`config.mk`:
```
export PLATFORM = sky130hd
export DESIGN_NAME = ddcps_top
export DESIGN_NICKNAME = d
export VERILOG_FILES = /design/src/design/ddcps_pkg.sv /design/src/design/ddcps_resolve.sv /design/src/design/ddcps_top.sv
export SDC_FILE = /design/constraint.sdc
export NUM_CORES = 1
export LEC_CHECK = 0
export BUFFER_PORTS_ARGS = -buffer_cell sky130_fd_sc_hd__buf_2
export CAP_MARGIN = 25
export CORE_MARGIN = 8
export CORE_UTILIZATION = 50
export DETAILED_ROUTE_END_ITERATION = 12
export PLACE_DENSITY_LB_ADDON = 0.08
export SKIP_LAST_GASP = 1
export SLEW_MARGIN = 10
export SYNTH_ARGS = -nofsm -noshare
export SYNTH_HDL_FRONTEND = slang
export SYNTH_SLANG_ARGS = --single-unit
```
`constraint.sdc`:
```
create_clock -name pclk -period 2.47 [get_ports pclk]
set_input_delay 0.3705 -clock pclk [delete_from_list [all_inputs] [get_ports pclk]]
set_output_delay 0.3705 -clock pclk [all_outputs]
set_load 0.02 [all_outputs]
```
`src/design/ddcps_pkg.sv`:
```
// package for the preset select and channel binding register bank
// assumes a 32-bit apb slave on pclk; offsets are register indices, byte address = 4 * index
package ddcps_pkg;
    localparam logic [11:0] ddcps_idx_mode = 12'h214;
    localparam logic [11:0] ddcps_idx_sel = 12'h215;
    localparam logic [11:0] ddcps_idx_bind = 12'h216;
    localparam logic [11:0] ddcps_idx_rdiv = 12'h217;
    localparam logic [11:0] ddcps_idx_ctrl = 12'h218;
    localparam logic [11:0] ddcps_idx_stat = 12'h21f;

    localparam int ddcps_sel_a_lsb = 0;
    localparam int ddcps_sel_b_lsb = 2;
    localparam int ddcps_bind_a_bit = 0;
    localparam int ddcps_bind_b_bit = 1;
    localparam int ddcps_ctrl_link_bit = 0;
    localparam int ddcps_ctrl_cal_bit = 1;
    localparam int ddcps_ctrl_single_bit = 2;
    localparam int ddcps_ctrl_pda_bit = 3;
    localparam int ddcps_ctrl_pdb_bit = 4;

    localparam logic [1:0] ddcps_mode_rst = 2'h0;
    localparam logic [3:0] ddcps_sel_rst = 4'h0;
    localparam logic [1:0] ddcps_bind_rst = 2'h2;
    localparam logic [15:0] ddcps_rdiv_rst = 16'h0000;
    localparam logic [4:0] ddcps_ctrl_rst = 5'h00;

    localparam logic [1:0] ddcps_mode_regs = 2'h0;
    localparam logic [1:0] ddcps_mode_pins_ab = 2'h1;
    localparam logic [1:0] ddcps_mode_pins_a = 2'h2;

    typedef struct packed {
        logic [1:0] mode;
        logic [1:0] sel_a;
        logic [1:0] sel_b;
        logic [1:0] bind_src;
        logic [15:0] rdiv;
        logic link_en;
        logic cal_en;
        logic single;
        logic pd_a;
        logic pd_b;
    } ddcps_cfg_s;

    typedef struct packed {
        logic [1:0] preset_a;
        logic [1:0] preset_b;
        logic src_a_is_b;
        logic src_b_is_b;
        logic dig_a_pd;
        logic dig_b_pd;
        logic [15:0] rdiv;
        logic rdiv_on;
    } ddcps_act_s;
endpackage

```
`src/design/ddcps_resolve.sv`:
```
// combinational resolution of active presets, sources and power-down
// assumes cfg and synchronised pin values already in the pclk domain
`timescale 1ns/1ps
module ddcps_resolve (
    input wire ddcps_pkg::ddcps_cfg_s cfg,
    input wire logic [1:0] pins_a,
    input wire logic [1:0] pins_b,
    output ddcps_pkg::ddcps_act_s act
);
    function automatic logic [1:0] pick(input logic [1:0] mode, input logic [1:0] reg_v,
                                        input logic [1:0] pin_v);
        logic [1:0] r;
        r = reg_v;
        case (mode)
            ddcps_pkg::ddcps_mode_regs: r = reg_v;
            ddcps_pkg::ddcps_mode_pins_ab, ddcps_pkg::ddcps_mode_pins_a: r = pin_v;
            default: r = reg_v;
        endcase
        return r;
    endfunction

    logic [1:0] pin_for_b;
    always_comb begin
        pin_for_b = (cfg.mode == ddcps_pkg::ddcps_mode_pins_a) ? pins_a : pins_b;
        act.preset_a = pick(cfg.mode, cfg.sel_a, pins_a);
        // single channel: b follows the a choice
        act.preset_b = cfg.single ? act.preset_a : pick(cfg.mode, cfg.sel_b, pin_for_b);
        act.src_a_is_b = cfg.bind_src[ddcps_pkg::ddcps_bind_a_bit];
        act.src_b_is_b = cfg.bind_src[ddcps_pkg::ddcps_bind_b_bit];
        act.dig_a_pd = act.src_a_is_b ? cfg.pd_b : cfg.pd_a;
        act.dig_b_pd = act.src_b_is_b ? cfg.pd_b : cfg.pd_a;
        act.rdiv = cfg.rdiv;
        act.rdiv_on = (cfg.rdiv != 16'h0000);
    end
endmodule

```
`src/design/ddcps_top.sv`:
```
// apb register bank for oscillator preset select, channel binding and reference divisor
// assumes a standard apb master on pclk; preset pins are asynchronous and synchronised here
//
// The APB register port was decided locally.
`timescale 1ns/1ps
// Behaviour
// - preset source mode 0 uses register selectors, 1 and 2 use pins, 3 is reserved.
// - in mode 0 dual channel, bits 3:2 pick the preset for down-converter b.
// - in single channel operation the b selector is ignored and a is used.
// - in mode 0, bits 1:0 (reset 0) pick the preset for down-converter a.
// - preset index n makes frequency and phase word n the active pair.
// - in single channel operation the a selector gives the oscillator frequency.
// - binding bit 1 (reset 1) feeds digital channel b from converter a (0) or b (1).
// - binding bit 0 (reset 0) feeds digital channel a from converter a (0) or b (1).
// - a digital channel powers down when its bound converter is powered down; the serial link enable is not affected.
// - the 16-bit divisor resets to 0, and 0 disables it.
// - one divisor value serves all presets.
module ddcps_top (
    input wire logic pclk,
    input wire logic presetn,
    input wire logic psel,
    input wire logic penable,
    input wire logic pwrite,
    input wire logic [13:0] paddr,
    input wire logic [31:0] pwdata,
    input wire logic [3:0] pstrb,
    output logic [31:0] prdata,
    output logic pready,
    output logic pslverr,
    input wire logic [1:0] ddc_a_preset_pins,
    input wire logic [1:0] ddc_b_preset_pins,
    output logic [1:0] ddc_a_preset_pick,
    output logic [1:0] ddc_b_preset_pick,
    output logic digital_a_source_b,
    output logic digital_b_source_b,
    output logic digital_a_powerdown,
    output logic digital_b_powerdown,
    output logic [15:0] oscillator_ref_divisor,
    output logic oscillator_divisor_enable,
    output logic serial_link_enable,
    output logic calibration_enable
);
    typedef struct packed {
        ddcps_pkg::ddcps_cfg_s cfg;
        logic [1:0] pa_s1;
        logic [1:0] pa_s2;
        logic [1:0] pb_s1;
        logic [1:0] pb_s2;
        ddcps_pkg::ddcps_act_s act_q;
        logic [31:0] rdata;
        logic err;
    } ddcps_state_s;

    ddcps_state_s st;
    ddcps_state_s next_st;
    ddcps_pkg::ddcps_act_s act;

    function automatic logic [11:0] reg_index(input logic [13:0] a);
        return a[13:2];
    endfunction

    function automatic logic mapped(input logic [11:0] i);
        return i == ddcps_pkg::ddcps_idx_mode || i == ddcps_pkg::ddcps_idx_sel ||
               i == ddcps_pkg::ddcps_idx_bind || i == ddcps_pkg::ddcps_idx_rdiv ||
               i == ddcps_pkg::ddcps_idx_ctrl || i == ddcps_pkg::ddcps_idx_stat;
    endfunction

    ddcps_resolve u_resolve (
        .cfg(st.cfg),
        .pins_a(st.pa_s2),
        .pins_b(st.pb_s2),
        .act(act)
    );

    logic [11:0] idx;
    logic wr;
    logic rd;

    always_comb begin
        next_st = st;
        idx = reg_index(paddr);
        wr = psel && penable && pwrite;
        rd = psel && penable && !pwrite;
        next_st.pa_s1 = ddc_a_preset_pins;
        next_st.pa_s2 = st.pa_s1;
        next_st.pb_s1 = ddc_b_preset_pins;
        next_st.pb_s2 = st.pb_s1;
        next_st.act_q = act;
        // refusal is decided in the setup cycle so pslverr stands for the whole access phase
        if (psel && !penable) begin
            next_st.err = !mapped(idx);
        end
        if (wr && mapped(idx)) begin
            case (idx)
                ddcps_pkg::ddcps_idx_mode: begin
                    if (pstrb[0]) next_st.cfg.mode = pwdata[1:0];
                end
                ddcps_pkg::ddcps_idx_sel: begin
                    if (pstrb[0]) begin
                        next_st.cfg.sel_a = pwdata[ddcps_pkg::ddcps_sel_a_lsb +: 2];
                        next_st.cfg.sel_b = pwdata[ddcps_pkg::ddcps_sel_b_lsb +: 2];
                    end
                end
                ddcps_pkg::ddcps_idx_bind: begin
                    if (pstrb[0]) next_st.cfg.bind_src = pwdata[1:0];
                end
                ddcps_pkg::ddcps_idx_rdiv: begin
                    if (pstrb[0]) next_st.cfg.rdiv[7:0] = pwdata[7:0];
                    if (pstrb[1]) next_st.cfg.rdiv[15:8] = pwdata[15:8];
                end
                ddcps_pkg::ddcps_idx_ctrl: begin
                    if (pstrb[0]) begin
                        next_st.cfg.link_en = pwdata[ddcps_pkg::ddcps_ctrl_link_bit];
                        next_st.cfg.cal_en = pwdata[ddcps_pkg::ddcps_ctrl_cal_bit];
                        next_st.cfg.single = pwdata[ddcps_pkg::ddcps_ctrl_single_bit];
                        next_st.cfg.pd_a = pwdata[ddcps_pkg::ddcps_ctrl_pda_bit];
                        next_st.cfg.pd_b = pwdata[ddcps_pkg::ddcps_ctrl_pdb_bit];
                    end
                end
                default: begin
                end
            endcase
        end
        next_st.rdata = 32'h0;
        if (psel && !penable && !pwrite) begin
            case (idx)
                ddcps_pkg::ddcps_idx_mode: next_st.rdata = {30'h0, st.cfg.mode};
                ddcps_pkg::ddcps_idx_sel: next_st.rdata = {28'h0, st.cfg.sel_b, st.cfg.sel_a};
                ddcps_pkg::ddcps_idx_bind: next_st.rdata = {30'h0, st.cfg.bind_src};
                ddcps_pkg::ddcps_idx_rdiv: next_st.rdata = {16'h0, st.cfg.rdiv};
                ddcps_pkg::ddcps_idx_ctrl: next_st.rdata = {27'h0, st.cfg.pd_b, st.cfg.pd_a, st.cfg.single,
                                                            st.cfg.cal_en, st.cfg.link_en};
                ddcps_pkg::ddcps_idx_stat: next_st.rdata = {23'h0, act.rdiv_on, act.dig_b_pd, act.dig_a_pd,
                                                            act.src_b_is_b, act.src_a_is_b,
                                                            act.preset_b, act.preset_a};
                default: next_st.rdata = 32'h0;
            endcase
        end else if (rd) begin
            next_st.rdata = st.rdata;
        end
    end

    always_ff @(posedge pclk or negedge presetn) begin
        if (!presetn) begin
            st <= '0;
            st.cfg.mode <= ddcps_pkg::ddcps_mode_rst;
            st.cfg.sel_a <= ddcps_pkg::ddcps_sel_rst[1:0];
            st.cfg.sel_b <= ddcps_pkg::ddcps_sel_rst[3:2];
            st.cfg.bind_src <= ddcps_pkg::ddcps_bind_rst;
            st.cfg.rdiv <= ddcps_pkg::ddcps_rdiv_rst;
            st.act_q.src_b_is_b <= ddcps_pkg::ddcps_bind_rst[ddcps_pkg::ddcps_bind_b_bit];
        end else begin
            st <= next_st;
        end
    end

    assign pready = 1'b1;
    assign pslverr = psel && penable && st.err;
    assign prdata = st.rdata;
    assign ddc_a_preset_pick = st.act_q.preset_a;
    assign ddc_b_preset_pick = st.act_q.preset_b;
    assign digital_a_source_b = st.act_q.src_a_is_b;
    assign digital_b_source_b = st.act_q.src_b_is_b;
    assign digital_a_powerdown = st.act_q.dig_a_pd;
    assign digital_b_powerdown = st.act_q.dig_b_pd;
    assign oscillator_ref_divisor = st.act_q.rdiv;
    assign oscillator_divisor_enable = st.act_q.rdiv_on;
    assign serial_link_enable = st.cfg.link_en;
    assign calibration_enable = st.cfg.cal_en;
endmodule

```
# After elaboration in Yosys (flattened, before gate mapping)
# Cells that the tools add are included.
totals:
  input_bits: 59
  register_bits: 95
  ramBits: 0
  romBits: 0
  memories: 0
  output_inout_bits: 61
  latchBits: 0
  wordCells: 66
classes:
  n_addsub: 0
  div: 0
  n_mul: 0
  n_reduce_logical: 23
  n_bitwise: 0
  magnitude_cmp: 0
  shift: 0
  eq_ne: 9
  mux: 9
op_table:
  columns: ["op", "count"]
  rows:
  - ["16-bit one-hot mux with 6 select lines", 1]
  - ["12-bit by 10-bit equality test with 1-bit output (second input constant)", 6]
  - ["32-bit two-way mux", 2]
  - ["3-bit AND reduction", 6]
  - ["16-bit nonzero test", 1]
  - ["2-bit two-way mux", 4]
  - ["1-bit logical AND", 7]
  - ["1-bit logical OR", 5]
  - ["1-bit logical NOT", 3]
  - ["2-bit by 1-bit equality test with 1-bit output (second input constant)", 1]
  - ["2-bit equality test (second input constant)", 1]
  - ["1-bit two-way mux", 2]
  - ["2-bit by 1-bit inequality test with 1-bit output (second input constant)", 1]
  - ["2-bit OR reduction", 1]

# Logic depth before layout (Yosys ltp)
logic_depth:
  word_depth: 8
  mapped_depth: 6
  mapped_depth_nobuf: 6

# Cells and area by module
# From an unflattened synthesis, not the netlist that was laid out.
unflattened:
  hier_cells: 285
  hier_area_um2: 3664.8
by_module_without_submodules:
  columns: ["mod", "n_inst", "area_each_um2", "cells_each"]
  rows:
  - ["ddcps_top", 1, 3369.5, 252]
  - ["ddcps_resolve", 1, 295.3, 33]

# Worst setup path after synthesis
# No wires, ideal clock.
synth_timing:
  kind: "input to register"
  startpoint: "in paddr[7]"
  endpoint: "reg st[79] (netlist name)"
  setup_slack_ns: 0.562
  n_path_buf: 1
  stages: 5
  t_arrival_ns: 1.783
  required_time_ns: 2.345
  setup_time_ns: 0.125
  cell_sequence: "or4b_1 -> nor3_4 -> and3_1 -> buf_6 -> mux2_2"
synth_via:
  elab_chain_len: 8
synth_rtl:
  columns: ["item", "line", "text"]
  rows:
  - ["start: declaration", "ddcps_top.sv:24", "input wire logic [13:0] paddr,"]
  - ["12-bit by 10-bit equality test with 1-bit output", "ddcps_top.sv:63", "return i == ddcps_pkg::ddcps_idx_mode || i == ddcps_pkg::ddcps_idx_sel ||"]
  - ["1-bit logical OR (2 in series)", "ddcps_top.sv:63", null]
  - ["1-bit logical OR (2 in series)", "ddcps_top.sv:64", "i == ddcps_pkg::ddcps_idx_bind || i == ddcps_pkg::ddcps_idx_rdiv ||"]
  - ["1-bit logical OR", "ddcps_top.sv:65", "i == ddcps_pkg::ddcps_idx_ctrl || i == ddcps_pkg::ddcps_idx_stat;"]
  - ["1-bit logical AND", "ddcps_top.sv:93", "if (wr && mapped(idx)) begin"]
  - ["3-bit AND reduction (no line) *", null, null]
# Every way passes the cells marked *; elsewhere a longest branch is shown, timed or not.
# A chain may end at the register's enable or synchronous reset.

==> run summary <==
Syn Area/Cell - 12.86 µm²
FF+latch count, synth - 79
Post-synth EDFFs - 0
Final slew viol count - 0
PortBufs - 82
Xor/xnor share of the synthesized area - 0
Post-synthesis mux area share - 0.1346
CP Launch Type - flop
Count of cell types in the netlist - 48
Antenna cells - 0
Worst VDD drop - 0.3210 mV
CP max-delay cell - mux4_2
Worst-path clk slew - 80 ps
Placed insts - 417
Clock Tree Buf Depth - 2
P per Cell Area - 615.9 nW/µm²
Largest family of logic cells by synthesized area - multiplexers
Grt ovf - 0
Seq/Total Area, Yosys - 0.5559
Final Hold Viols - 0
Vias in the first global route - 2263
Crit-path max FO - 3
Max-cap violation count - 0
Post-DP Area - 3770 µm²
Initial antenna violation count - 0
Initial core utilization - 0.5212
Fin area - 4020 µm²
Total number of vias - 2231
Worst path cell trace - inv_1, ha_1, mux2_2, mux4_2, a221oi_1, o21ai_1
Final period util - 0.7931
Adder-Cell Fraction of Synth Area - 0.003514
WP data arrival - 2200 ps
RR Startpoint - st[93]
Compound-Gate Fraction of Synth Area - 0.06781
Drt drc - 0
I/O pin cnt - 120
Setup Buffers After CTS - 0
Final setup violation count - 0
Total Routing Usage GR - 0.1587
Vias per cell - 5.129
Synth Area in Simple Gates - 0.1103
DRT iter0 DRCs - 90
Final nets - 394
Final Non-Filler Cells - 435
Layout cells sized above 1 - 0.4543
Endpoint class of the critical path - flop
Post-synth top flop - dfrtp_1
Type of the most critical hold path - in -> reg
Hold path cells - 1
RSZ-0062 raised after global routing - no
Die H - 100.4 µm
Antenna-violating nets left - 0
Hold Path End - next_st[63]
Clock Sinks - 79
Die Wd - 100.4 µm
Final Skew - 8.565 ps
GPL Wtd Cong - 0.7965
Asr flop ratio synth - 1.000
Avg WL per Cell - 17.77 µm
Root buf cell - clkbuf_8
Worst hold path startpoint - ddc_a_preset_pins[1]
First-pass GRT wire length - 12.12 mm
CTS H-tree lvls - 3
Clock Latency Late Sink - 350 ps
Status - finished clean
Placed wire-length estimate - 5.818 mm
CTS buffer count - 9
F_max - 510.5 MHz
1st-pass router iterations - 4
Final wirelength - 7.732 mm
Leakage power total - 0.002080 µW
FF-to-FF path depth - 6
Yosys warnings - 0
Syn-to-layout area delta - 12.90%
Minimum clock period - 1959 ps
R2r endpoint - prdata[3]
R2r setup slk - 510 ps
TritonCTS clock tree - yes
Core Rows - 30
Max incr delay on CP - 480 ps
Core area - 6832 µm²
Fin Setup TNS - 0 ps
Worst endpoint required time - 2710 ps
Cell area after synthesis - 3561 µm²
Largest net degree at the start of global routing - 80
Die area - 10080 µm²
Critical Path Source - st[93]
Post-Syn Instances - 277
Setup Crit Path Kind - reg -> reg
## stage by stage
step                      utilization  power (µW)  hold WS, ps  worst slack [ps]
after floorplan                     -        1414        74.91             562.3
after global placement         0.5518        1464        334.2             316.6
after detailed placement       0.5518        1465        335.5             294.6
after CTS                      0.5830        2494        106.6             473.5
after global routing           0.5885        2557        109.1             350.3
final                          0.5885        2476        120.2             511.0
## worst max path at each step
stage	end	cells past startpoint
floorplan	st[79]	5
global route	prdata[3]	6
finish	prdata[3]	6
detailed placement	st[82]	6
global placement	st[82]	6
CTS	prdata[3]	6
## routing by layer
layer  up-vias  share of wire  global-route usage  wire length, µm
met5         -              0                   0                0
met4         0          0.014             0.06628              110
met3        10          0.080             0.04775              617
met2        77           0.49              0.2600             3780
met1      1094           0.42              0.1893             3224
li1       1050              -                   -                -
## power breakdown
group          total [µW]  internal, µW  switching, µW  leakage [µW]
logic                 141          46.1           94.8      0.000902
clock network        1030           566            465      0.000102
registers            1310          1300           3.50       0.00108
total                2480          1910            563       0.00208
## state kept, by name, summed over array words and instances (netlist names), 2 cells and up
register	count
st	32
ddc_b_preset_pick	2
next_st	4
prdata	16
oscillator_ref_divisor	16
ddc_a_preset_pick	2
## cells in the mapped netlist (2+ instances only)
cell type	count	share of area
and3_1	3	0.0053
a311oi_1	2	0.0049
inv_1	2	0.0021
o21ai_1	5	0.0070
o21ai_0	2	0.0028
nand4_1	3	0.0053
mux2i_1	4	0.011
nor4b_1	2	0.0049
dfrtp_1	77	0.54
buf_4	53	0.11
a22o_1	9	0.022
nor2_1	7	0.0074
dfstp_2	2	0.015
mux2_2	35	0.11
nor4_1	5	0.0088
buf_2	4	0.0056
nand2b_1	2	0.0035
a32o_1	2	0.0056
nand3b_1	2	0.0042
a21oi_1	4	0.0056
a32oi_1	2	0.0049
nand3_1	2	0.0028
nand4b_1	3	0.0074
conb_1	2	0.0021
mux4_2	2	0.013
nand2_1	14	0.015
clkbuf_1	3	0.0032
and4_1	2	0.0049
nor4b_2	2	0.0084
nor4bb_1	2	0.0056
## critical path, delay by kind of cell, from the launching register on
| family | cells | cell delay [ps] |
|---|---|---|
| AOI/OAI and AO/OA | 2 | 370 |
| adders and majority gates | 1 | 190 |
| buffers and inverters | 1 | 60 |
| DFF | 1 | 390 |
| muxes | 2 | 820 |
## timing repair
action | in CTS | in global routing
gates resized for setup | 0 | 0
endpoints found under the setup margin | 0 | 0
hold buffers | 0 | 1
hold endpoints to repair | 0 | 22
## cell type report
class	count	area [µm²]
clock inverter	6	85.08
inverter	2	7.507
multi-input combinational	150	1190
sequential	79	1979
tap	96	120.1
fill	607	2811
clock buffer	10	127.6
timing repair buffer	92	510.5
## placed cells by master, fill, tap and decap left out, types with 2 or more instances in the layout
cell	netlist	final
a21oi_1	4	4
a22o_1	9	9
a311oi_1	2	2
a32o_1	2	2
a32oi_1	2	2
and3_1	3	3
and4_1	2	2
buf_2	4	81
buf_4	53	9
bufinv_16	0	2
clkbuf_8	0	9
clkinv_2	0	2
clkinvlp_4	0	2
conb_1	2	17
dfrtp_1	77	77
dfstp_2	2	2
inv_1	2	2
mux2_2	35	35
mux2i_1	4	4
mux4_2	2	2
nand2_1	14	14
nand2b_1	2	2
nand3_1	2	2
nand3b_1	2	2
nand4_1	3	3
nand4b_1	3	3
nor2_1	7	7
nor4_1	5	5
nor4b_1	2	2
nor4b_2	2	2
nor4bb_1	2	2
o21ai_0	2	2
o21ai_1	5	5
## cell families after synthesis
| family | count (synthesis) |
|---|---|
| flops | 79 |
| other cells | 2 |
| fa+ha+maj | 1 |
| simple gates | 59 |
| buf+inv | 63 |
| compound gates | 32 |
| mux | 41 |
No activity file was read; power rests on OpenSTA's default activity.
